File: src/verilog/fpmc_pkg.sv
// Constants and types shared by the page-mode memory host controller
package fpmc_pkg;
  // ----------------------------------------------------------------
  // Clock and timing
  // ----------------------------------------------------------------
  localparam int CLK_PERIOD_NS = 100;
  localparam int POWER_PAUSE_NS = 100000;
  localparam int PAUSE_CYC = (POWER_PAUSE_NS + CLK_PERIOD_NS - 1) / CLK_PERIOD_NS;
  localparam int REFRESH_PERIOD_NS = 16000000;
  localparam int REFRESH_ROWS = 1024;
  localparam int REFRESH_CYC = REFRESH_PERIOD_NS / REFRESH_ROWS / CLK_PERIOD_NS;
  localparam int PAGE_ROW_PULSE_MAX_NS = 100000;
  localparam int PAGE_LIMIT_CYC = PAGE_ROW_PULSE_MAX_NS / CLK_PERIOD_NS;
  localparam int PAGE_CYCLE_TIME_NS = 45;
  localparam int PAGE_CYCLE_CYC = (PAGE_CYCLE_TIME_NS + CLK_PERIOD_NS - 1) / CLK_PERIOD_NS;
  localparam int ROW_PRECHARGE_NS = 50;
  localparam int PRECHARGE_CYC = (ROW_PRECHARGE_NS + CLK_PERIOD_NS - 1) / CLK_PERIOD_NS;
  localparam int COL_SPACING_CYC = 3;
  localparam int PAGE_MARGIN_CYC = 4;
  localparam logic [3:0] INIT_REFRESHES = 4'h8;
  // ----------------------------------------------------------------
  // Widths and pin layout
  // ----------------------------------------------------------------
  localparam int ADDR_W = 10;
  localparam int REQ_ADDR_W = 2 * ADDR_W;
  localparam int DATA_W = 32;
  localparam int LANES = 4;
  localparam int LANE_BITS = 8;
  localparam int LANE_PITCH = 9;
  localparam int PIN_W = LANES * LANE_PITCH;
  localparam int STROBES = 4;
  localparam int REF_PEND_W = 4;
  localparam logic [STROBES-1:0] BANK0_RAS = 4'h5;
  localparam logic [STROBES-1:0] BANK1_RAS = 4'hA;
  // ----------------------------------------------------------------
  // Sequencer states
  // ----------------------------------------------------------------
  typedef enum logic [3:0] {
    ST_INIT_WAIT, ST_IDLE, ST_REF_SETUP, ST_REF_HOLD, ST_ROW_ADDR,
    ST_COL_ADDR, ST_COL_SETUP, ST_COL_LOW, ST_PAGE_OPEN, ST_PRECHARGE
  } fpmc_state_type;
endpackage

File: src/verilog/fpmc_pace_if.sv
// Pacing signals from the refresh divider and pause timer to the sequencer
`timescale 1ns/10ps
interface fpmc_pace_if;
  logic refresh_tick;
  logic pause_done;
  modport pacer (output refresh_tick, output pause_done);
  modport ctrl (input refresh_tick, input pause_done);
endinterface

File: src/verilog/fpmc_pace.sv
// Refresh interval divider and power-up pause timer
`timescale 1ns/10ps
module fpmc_pace
  import fpmc_pkg::*;
#(
  parameter int REFRESH_CYC_P = REFRESH_CYC,
  parameter int PAUSE_CYC_P = PAUSE_CYC
)
(
  input wire logic clk_sys,
  input wire logic nrst,
  fpmc_pace_if.pacer pace
);
  localparam int REF_W = $clog2(REFRESH_CYC_P + 1);
  localparam int PAUSE_W = $clog2(PAUSE_CYC_P + 1);

  if (REFRESH_CYC_P < 2 || PAUSE_CYC_P < 1)
  begin : g_bad_params
    $error("fpmc_pace: refresh interval or pause too short");
  end

  typedef struct packed {
    logic [REF_W-1:0] ref_cnt;
    logic [PAUSE_W-1:0] pause_cnt;
    logic tick;
    logic done;
  } fpmc_pace_state_type;

  fpmc_pace_state_type state;
  fpmc_pace_state_type next_state;

  always_comb
  begin
    next_state = state;
    next_state.tick = 1'b0;
    // One-cycle enable every refresh interval
    if (state.ref_cnt == '0)
    begin
      next_state.ref_cnt = REF_W'(REFRESH_CYC_P - 1);
      next_state.tick = 1'b1;
    end
    else
    begin
      next_state.ref_cnt = state.ref_cnt - 1'b1;
    end
    if (!state.done)
    begin
      if (state.pause_cnt == PAUSE_W'(PAUSE_CYC_P - 1))
      begin
        next_state.done = 1'b1;
      end
      else
      begin
        next_state.pause_cnt = state.pause_cnt + 1'b1;
      end
    end
  end

  always_ff @(posedge clk_sys or negedge nrst)
  begin
    if (!nrst)
    begin
      state <= '0;
    end
    else
    begin
      state <= next_state;
    end
  end

  assign pace.refresh_tick = state.tick;
  assign pace.pause_done = state.done;
endmodule

File: src/verilog/fpmc_host.sv
// Host controller driving a two-bank page-mode memory module by its pins
// Overview of operation
// - Two banks; a bank is chosen only by its own row strobes.
// - Each column strobe gates one byte lane; no parity stored.
// - Page read: first cycle row and column, then new columns only.
// - Page write: same sequence with write enable low, data per column.
// - Column cycles within a page at least 40 or 45 ns apart.
// - Row strobe low no longer than 100K ns in a page burst.
// - Read ends with write enable held past column strobe rise.
// - Refresh by row strobe with row address, or column-first refresh.
// - Row-only refresh: column strobes high, data bus floated.
// - Column-first refresh: column strobe before row strobe, write high.
// - 1024 refresh cycles in every 16 ms.
// - Ten-bit row and column addresses share the address pins.
// - Row strobe high means standby: data bus floated.
// - After power-up wait 100 us, then 8 refreshes before use.
`timescale 1ns/10ps
module fpmc_host
  import fpmc_pkg::*;
#(
  parameter int REFRESH_CYC_P = REFRESH_CYC,
  parameter int PAUSE_CYC_P = PAUSE_CYC,
  parameter int PAGE_LIMIT_CYC_P = PAGE_LIMIT_CYC
)
(
  input wire logic CLK_SYS,
  input wire logic NRST,
  input wire logic REFRESH_ROW_ONLY,
  input wire logic REQ_VALID,
  input wire logic REQ_WRITE,
  input wire logic REQ_BANK,
  input wire logic [REQ_ADDR_W-1:0] REQ_ADDR,
  input wire logic [DATA_W-1:0] REQ_WDATA,
  input wire logic [LANES-1:0] REQ_BE,
  output logic REQ_READY,
  output logic RD_VALID,
  output logic [DATA_W-1:0] RD_DATA,
  output logic [STROBES-1:0] ROW_STROBE_N,
  output logic [STROBES-1:0] COLUMN_STROBE_N,
  output logic WRITE_EN_N,
  output logic [ADDR_W-1:0] MUX_ADDR,
  input wire logic [PIN_W-1:0] DQ_IN,
  output logic [PIN_W-1:0] DQ_OUT,
  output logic [PIN_W-1:0] DQ_OE
);
  localparam int PAGE_W = $clog2(PAGE_LIMIT_CYC_P + 1);
  localparam logic [PAGE_W-1:0] PAGE_CLOSE_AT = PAGE_W'(PAGE_LIMIT_CYC_P - PAGE_MARGIN_CYC);

  if (PAGE_LIMIT_CYC_P <= 2 * PAGE_MARGIN_CYC || COL_SPACING_CYC < PAGE_CYCLE_CYC
      || PRECHARGE_CYC < 1 || PRECHARGE_CYC > 15)
  begin : g_bad_params
    $error("fpmc_host: page limit or timing counts out of range");
  end

  typedef struct packed {
    fpmc_state_type st;
    logic [STROBES-1:0] ras_n;
    logic [STROBES-1:0] cas_n;
    logic we_n;
    logic [ADDR_W-1:0] addr;
    logic [PIN_W-1:0] dq_out;
    logic [PIN_W-1:0] dq_oe;
    logic req_ready;
    logic rd_valid;
    logic [DATA_W-1:0] rd_data;
    logic bank;
    logic [ADDR_W-1:0] row;
    logic [ADDR_W-1:0] col;
    logic write;
    logic [LANES-1:0] be;
    logic [DATA_W-1:0] wdata;
    logic have_req;
    logic [PAGE_W-1:0] page_cnt;
    logic [REF_PEND_W-1:0] ref_pend;
    logic [3:0] init_left;
    logic [ADDR_W-1:0] ref_row;
    logic [3:0] pre_cnt;
  } fpmc_host_state_type;

  localparam fpmc_host_state_type RESET_STATE = '{st: ST_INIT_WAIT, ras_n: '1, cas_n: '1,
    we_n: 1'b1, init_left: INIT_REFRESHES, default: '0};

  fpmc_host_state_type state;
  fpmc_host_state_type next_state;
  fpmc_pace_if pace ();

  fpmc_pace #(
    .REFRESH_CYC_P(REFRESH_CYC_P),
    .PAUSE_CYC_P(PAUSE_CYC_P)
  ) u_pace (
    .clk_sys(CLK_SYS),
    .nrst(NRST),
    .pace(pace.pacer)
  );

  // ----------------------------------------------------------------
  // Byte lanes onto the gapped data pins
  // ----------------------------------------------------------------
  logic [DATA_W-1:0] rd_gather;
  logic [PIN_W-1:0] wr_pins;
  logic [PIN_W-1:0] data_pin_mask;

  for (genvar g = 0; g < LANES; g++)
  begin : g_lane
    assign rd_gather[g*LANE_BITS +: LANE_BITS] = DQ_IN[g*LANE_PITCH +: LANE_BITS];
    assign wr_pins[g*LANE_PITCH +: LANE_BITS] = state.wdata[g*LANE_BITS +: LANE_BITS];
    assign wr_pins[g*LANE_PITCH + LANE_BITS] = 1'b0;
    assign data_pin_mask[g*LANE_PITCH +: LANE_BITS] = {LANE_BITS{1'b1}};
    assign data_pin_mask[g*LANE_PITCH + LANE_BITS] = 1'b0;
  end

  // ----------------------------------------------------------------
  // Sequencer
  // ----------------------------------------------------------------
  logic accept;
  logic ref_done;
  logic page_hit;

  assign accept = state.req_ready && REQ_VALID;
  assign ref_done = (state.st == ST_REF_HOLD) && (state.init_left == '0);
  assign page_hit = (REQ_BANK == state.bank) && (REQ_WRITE == state.write)
    && (REQ_ADDR[REQ_ADDR_W-1:ADDR_W] == state.row);

  always_comb
  begin
    next_state = state;
    next_state.rd_valid = 1'b0;
    // Refresh debt: a tick in the serving cycle is kept
    if (pace.refresh_tick && !ref_done && state.ref_pend != '1)
    begin
      next_state.ref_pend = state.ref_pend + 1'b1;
    end
    else if (!pace.refresh_tick && ref_done)
    begin
      next_state.ref_pend = state.ref_pend - 1'b1;
    end
    if (state.ras_n != '1)
    begin
      next_state.page_cnt = state.page_cnt + 1'b1;
    end
    if (accept)
    begin
      next_state.bank = REQ_BANK;
      next_state.row = REQ_ADDR[REQ_ADDR_W-1:ADDR_W];
      next_state.col = REQ_ADDR[ADDR_W-1:0];
      next_state.write = REQ_WRITE;
      next_state.be = REQ_BE;
      next_state.wdata = REQ_WDATA;
    end
    unique case (state.st)
      ST_INIT_WAIT:
      begin
        if (pace.pause_done)
        begin
          next_state.st = ST_IDLE;
        end
      end
      ST_IDLE:
      begin
        if (accept)
        begin
          next_state.addr = REQ_ADDR[REQ_ADDR_W-1:ADDR_W];
          next_state.st = ST_ROW_ADDR;
        end
        else if (state.init_left != '0 || state.ref_pend != '0)
        begin
          if (REFRESH_ROW_ONLY)
          begin
            next_state.addr = state.ref_row;
          end
          else
          begin
            next_state.cas_n = '0;
          end
          next_state.we_n = 1'b1;
          next_state.st = ST_REF_SETUP;
        end
      end
      ST_REF_SETUP:
      begin
        next_state.ras_n = '0;
        next_state.st = ST_REF_HOLD;
      end
      ST_REF_HOLD:
      begin
        next_state.ras_n = '1;
        next_state.cas_n = '1;
        if (state.cas_n == '1)
        begin
          next_state.ref_row = state.ref_row + 1'b1;
        end
        if (state.init_left != '0)
        begin
          next_state.init_left = state.init_left - 1'b1;
        end
        next_state.pre_cnt = 4'(PRECHARGE_CYC);
        next_state.st = ST_PRECHARGE;
      end
      ST_ROW_ADDR:
      begin
        next_state.ras_n = ~(state.bank ? BANK1_RAS : BANK0_RAS);
        next_state.page_cnt = '0;
        next_state.st = ST_COL_ADDR;
      end
      ST_COL_ADDR:
      begin
        next_state.addr = state.col;
        next_state.we_n = ~state.write;
        next_state.dq_out = wr_pins;
        next_state.dq_oe = state.write ? data_pin_mask : '0;
        next_state.st = ST_COL_SETUP;
      end
      ST_COL_SETUP:
      begin
        next_state.cas_n = state.write ? ~state.be : '0;
        next_state.st = ST_COL_LOW;
      end
      ST_COL_LOW:
      begin
        next_state.cas_n = '1;
        next_state.dq_oe = '0;
        if (!state.write)
        begin
          next_state.rd_valid = 1'b1;
          next_state.rd_data = rd_gather;
        end
        next_state.st = ST_PAGE_OPEN;
      end
      ST_PAGE_OPEN:
      begin
        if (accept && page_hit)
        begin
          next_state.st = ST_COL_ADDR;
        end
        else if (accept || state.ref_pend != '0 || state.page_cnt >= PAGE_CLOSE_AT)
        begin
          next_state.have_req = accept;
          next_state.ras_n = '1;
          next_state.we_n = 1'b1;
          next_state.page_cnt = '0;
          next_state.pre_cnt = 4'(PRECHARGE_CYC);
          next_state.st = ST_PRECHARGE;
        end
      end
      ST_PRECHARGE:
      begin
        if (state.pre_cnt > 4'h1)
        begin
          next_state.pre_cnt = state.pre_cnt - 1'b1;
        end
        else if (state.have_req)
        begin
          next_state.have_req = 1'b0;
          next_state.addr = state.row;
          next_state.st = ST_ROW_ADDR;
        end
        else
        begin
          next_state.st = ST_IDLE;
        end
      end
      default:
      begin
        next_state = RESET_STATE;
        next_state.st = ST_IDLE;
      end
    endcase
    next_state.req_ready = (next_state.st == ST_IDLE || next_state.st == ST_PAGE_OPEN)
      && next_state.init_left == '0 && next_state.ref_pend == '0
      && next_state.page_cnt < PAGE_CLOSE_AT;
  end

  always_ff @(posedge CLK_SYS or negedge NRST)
  begin
    if (!NRST)
    begin
      state <= RESET_STATE;
    end
    else
    begin
      state <= next_state;
    end
  end

  assign REQ_READY = state.req_ready;
  assign RD_VALID = state.rd_valid;
  assign RD_DATA = state.rd_data;
  assign ROW_STROBE_N = state.ras_n;
  assign COLUMN_STROBE_N = state.cas_n;
  assign WRITE_EN_N = state.we_n;
  assign MUX_ADDR = state.addr;
  assign DQ_OUT = state.dq_out;
  assign DQ_OE = state.dq_oe;

  // ----------------------------------------------------------------
  // Checks
  // ----------------------------------------------------------------
  logic cas_any_low;
  logic cas_all_low;
  logic ras_all_low;
  logic [PAGE_W:0] ras_run;

  assign cas_any_low = state.cas_n != '1;
  assign cas_all_low = state.cas_n == '0;
  assign ras_all_low = state.ras_n == '0;

  always_ff @(posedge CLK_SYS or negedge NRST)
  begin
    if (!NRST)
    begin
      ras_run <= '0;
    end
    else if (state.ras_n == '1)
    begin
      ras_run <= '0;
    end
    else if (ras_run != '1)
    begin
      ras_run <= ras_run + 1'b1;
    end
  end
endmodule

File: config.mk
export PLATFORM = sky130hd
export DESIGN_NAME = fpmc_host
export DESIGN_NICKNAME = d
export VERILOG_FILES = /design/src/verilog/fpmc_pkg.sv /design/src/verilog/fpmc_pace_if.sv /design/src/verilog/fpmc_pace.sv /design/src/verilog/fpmc_host.sv
export SDC_FILE = /design/constraint.sdc
export NUM_CORES = 1
export LEC_CHECK = 0
export ABC_AREA = 1
export BUFFER_PORTS_ARGS = -buffer_cell sky130_fd_sc_hd__buf_2
export CORE_MARGIN = 1.5
export CORE_UTILIZATION = 45
export DETAILED_ROUTE_END_ITERATION = 6
export HOLD_SLACK_MARGIN = 0.02
export PLACE_DENSITY_LB_ADDON = 0.08
export RECOVER_POWER = 25
export SLEW_MARGIN = 20
export SYNTH_ARGS = -nofsm -noshare
export SYNTH_HDL_FRONTEND = slang
export SYNTH_SLANG_ARGS = --single-unit
File: constraint.sdc
create_clock -name CLK_SYS -period 1.9 [get_ports CLK_SYS]
set_input_delay 0.285 -clock CLK_SYS [delete_from_list [all_inputs] [get_ports CLK_SYS]]
set_output_delay 0.285 -clock CLK_SYS [all_outputs]
set_load 0.05 [all_outputs]
Word level (Yosys, flattened, before mapping). Index checks and enable logic that the tools add are counted.

Output and inout port bits: 125. Word-level logic and storage cells: 177. Register bits: 240.

Equality and inequality tests: 31. $lt $le $gt $ge: 3. $add $sub $neg: 8. Mux-type cells: 51. Reductions and logical operators: 45. Bitwise operators: 13.

Operators by type and width (number): $pmux W36 S2 (2); $mux W58 (2); $pmux W33 S2 (1); $mux W4 (16); $mux W10 (6); $pmux W10 S4 (1); $pmux W4 S10 (1); $mux W35 (1); $mux W33 (1); $pmux W4 S4 (2); $add A10 B1 Y10 const B (3); $pmux W14 S2 (1); $reduce_or A9 Y1 (3); $reduce_or A8 Y1 (3); $mux W11 (2); $reduce_or A7 Y1 (3); $pmux W10 S2 (1); $ne A2 B2 Y1 const B (9); $eq A4 B3 Y1 const B (4); $eq A4 B4 Y1 const B (4); $logic_not A4 Y1 (4); $mux W8 (2); $mux W15 (1); $pmux W4 S3 (1); 32 further kinds (77).

Depth between registers and ports, before layout.
Depth in word-level cells: 11. Gate-level depth with buffers: 15. Gate-level depth less buffers: 15.

By module. From an unflattened synthesis, not the netlist that was laid out.

Cells, all modules: 1376. Area, all modules: 10774.1 um2.

Modules (own cells, without submodules): fpmc_host (cells an instance 1233, seq. area each 4489.3 um2, area an instance 9704.3 um2, instances 1); fpmc_pace (cells an instance 143, seq. area each 500.5 um2, area an instance 1069.8 um2, instances 1).

Worst setup path before layout. Ideal clock, no wire load.

Path kind: flip-flop to flip-flop. Start point: reg state (netlist bit REQ_READY). End point: reg state (netlist bit REQ_READY). Setup time: 0.114 ns. Cell stages (with the launch flop): 14. Slack: -0.009 ns. Buffers on the path: 0. Arrival: 1.795 ns. Cell sequence: dfrtp_1 -> nand2_1 -> clkinv_1 -> nand2_1 -> nor2_1 -> nand2_1 -> nor2_1 -> nand3_1 -> nand3_1 -> nand2_1 -> nor2_1 -> nand2_1 -> inv_1 -> nor2_1.

RTL lines: from (decl) (RTL line fpmc_host.sv:83) `fpmc_host_state_type state;`; from (signal assigned) (RTL line fpmc_host.sv:281) `state <= next_state;`.

==> impl_metrics.csv <==
group,metric,value,unit
clock_network,worstSkewPairLatency,0.44,ns
job,drv_cap,0,
worst_setup_path,cp_data_required_time,2.27,ns
grt,overflow,0,
place,dpl.hpwl,17900,um
clock_network,cts_max_level,4,
synth,synth_common_cells,"228 x inv_1, 217 x nand2_1, 191 x dfrtp_1",
place,gp_congestion,0.896,
worst_setup_path,cp.arrival,2.23,ns
synth,synth_edf_count,0,
finish,area_growth,18.0,%
timing,tns,0,ns
routing,ant_nets,0,
synth,synth_compound_area_frac,0.148,
worst_hold_path,holdPathEnd,"RD_DATA[14]$_DFFE_PN0P_",
power_and_ir_drop,p_per_area,1790,mW/mm^2
power_and_ir_drop,p_leak,6.71,nW
floorplan,fp.dieH,155,um
grt,antenna_found_initial,3,
place,numPortBuffers,210,
timing,min_period,1.86,ns
routing,drt_iter0_markers,652,
routing,first_pass_iters,5,
clock_network,clkTransAtPathRegs,0.08,ns
worst_setup_path,crit_type,"flop to flop",
synth,synthMuxAreaShare,0.00108,
synth,synth_xor_area_frac,0.0134,
worst_hold_path,min_from,"DQ_IN[15]",
grt,grt_pass1_vias,7909,
synth,synthCells,1316,
synth,synth_fa_ha_area_frac,0.0144,
synth,ys_ff_latch,199,
synth,synthSimpleGateAreaFrac,0.157,
worst_setup_path,crit_path_start_kind,"flop",
timing,finClkSkew,0.0138,ns
place,placed_area,0.0114,mm^2
routing,routed_wl,25900,um
finish,layout-drive-gt1-share,0.275,
routing,vias,8522,
clock_network,cts_buffer_depth,2,
synth,synth_flop_cell,"dfrtp_1",
worst_hold_path,hp-class,"input pin to flop",
floorplan,initial_core_util,0.461,
power_and_ir_drop,peakVddDrop,0.000934,V
clock_network,cts_num_sinks,199,
synth,avgSynthCellArea,7.95,um^2
floorplan,die_w,155,um
timing,drv_slew,0,
worst_hold_path,hold_path_depth,3,
grt,grt_usage,0.216,
grt,grt_max_degree,104,
synth,yosysWarningCount,0,
worst_setup_path,cp-end-kind,"flop",
timing,worst_slew_pin_slew,1.04,ns
worst_setup_path,crit_fanout,4,
run_status,outcome,"complete, no violations",
timing,hold_viol,0,
timing,grt_setup_unrepaired,"true",
floorplan,num_rows,55,
synth,synth_area_leader_cell,"dfrtp_1",
synth,yosysMostFrequentCell,"inv_1",
timing,setup_viol,0,
synth,synth_top_area_frac,0.457,
finish,stdcell_area,0.0123,mm^2
synth,ys_types,39,
synth,synth_top_family_by_area,"buffers and inverters",
floorplan,io_pins,223,
routing,drc,0,
synth,ys_seq_area_frac,0.477,
synth,syn_area,0.0105,mm^2
timing,fin_crit_sh,0.979,
routing,wl_per_cell,14.7,um
grt,grt_pass1_wl,41000,um
timing,fmax,538,MHz
clock_network,cts_tree,"yes",
worst_setup_path,worstSetupStartpoint,"state[17]$_DFF_PN1_",
clock_network,root_buffer,"clkbuf_16",
worst_setup_path,reg2reg_from,"state[17]$_DFF_PN1_",
floorplan,dieArea,0.0242,mm^2
synth,async_flop_share,1.00,
worst_setup_path,reg2regPathDepth,13,
worst_setup_path,ff2ff_setup_slack,0.04,ns
finish,final_nets,1575,
worst_setup_path,reg2reg_to,"REQ_READY$_DFF_PN0_",
floorplan,fp.coreArea,0.0227,mm^2
clock_network,cts_buffers,17,
timing,slew_headroom,0.304,
synth,synth.area.top_cells,"dfrtp_1 46%, buf_4 8.9%, inv_1 8.2%",
routing,viasPerCell,4.83,
## worst max-delay path by stage
| stage | endpoint | cells past startpoint |
|---|---|---|
| 2_1_floorplan | REQ_READY$_DFF_PN0_ | 11 |
| 3_3_place_gp | REQ_READY$_DFF_PN0_ | 14 |
| 5_1_grt | REQ_READY$_DFF_PN0_ | 13 |
| 4_1_cts | REQ_READY$_DFF_PN0_ | 11 |
| 3_5_place_dp | REQ_READY$_DFF_PN0_ | 11 |
| 6_report | REQ_READY$_DFF_PN0_ | 13 |
## registers in the layout, summed over array words and instances (netlist names), 2 cells and up
name	flops
COLUMN_STROBE_N	4
DQ_OUT	32
MUX_ADDR	10
RD_DATA	32
ROW_STROBE_N	2
state	95
u_pace.state	18
## power by group
group          leakage, nW  switching [mW]  internal, mW
Combinational         3.83            8.38          3.55
Clock                0.296            1.84          1.90
Sequential            2.58           0.753          5.66
Total                 6.71            11.0          11.1
## cells in the final DEF, fill, tap and decap left out, drive strengths merged
cell type and count:
buf 280, inv 240, nand2 220, o21ai 196
dfrtp 191, nor2 90, a21oi 66, nand3 55
clkbuf 23, nor3 15, a31oi 12, ha 12
o22ai 11, xor2 9, clkinv 9, dfstp 8
conb 8, xnor2 7, nand4 7, o31ai 5
or2 3, diode 2, clkinvlp 1, nand3b 1
a211oi 1, o21bai 1, a221oi 1, nor4 1
mux2 1, o2111ai 1, o211ai 1, bufinv 1
dlygate4sd3 1
## timing repair
item	in CTS	in global routing
buffers inserted	0	7
cloned	0	3
endpoints found under the setup margin	35	65
hold endpoints to repair	30	0
hold buffers	1	0
resized for setup	5	67
pin swaps	0	20
## kinds of logic after synthesis
group	Yosys count
buffers and inverters	400
XOR/XNOR	16
flip-flops	199
other	1
AND/OR/NAND/NOR	392
adder cells (fa/ha/maj)	12
AO/OA/AOI/OAI	295
multiplexers	1
## layer usage
layer	part of all wire	global-route usage
met1	0.46	0.301
met2	0.47	0.341
met3	0.056	0.0474
met4	0.013	0.0540
met5	0.00050	0
## metrics by stage
stage                     power [mW]  utilization  hold WS (ns)  setup slack, ns  cells
after floorplan                 15.6            -       -0.0106           0.0948   1323
after global placement          17.4        0.502         0.241          -0.0395   1720
after detailed placement        17.6        0.502         0.239          -0.0740   1720
after CTS                       21.4        0.530        0.0346          0.00131   1753
after global routing            23.7        0.544        0.0368          -0.0779   1764
final                           22.1        0.544        0.0520           0.0407   1765
## worst max-delay path: stages (launching register included)
cell and delay (ns):
dfstp_2 0.59, inv_1 0.08, nand3_1 0.13, buf_4 0.16, nand2_1 0.05, nand3_1 0.07, nand2_1 0.08, nor2_2 0.08
nand2_1 0.07, nor2_2 0.12, nand2_1 0.08, nor2_2 0.10, nand3_1 0.08, nor2_1 0.10
## layout make-up
cell class | instances | area, um^2
repair buffers | 286 | 1750
fillers | 2208 | 10400
clock inverters | 14 | 184
clock buffers | 18 | 429
inverters | 237 | 898
well taps | 285 | 357
multi-input cells | 724 | 3730
flip-flops and latches | 199 | 5000
diodes | 2 | 5.00
No activity file was read; power rests on OpenSTA's default activity.
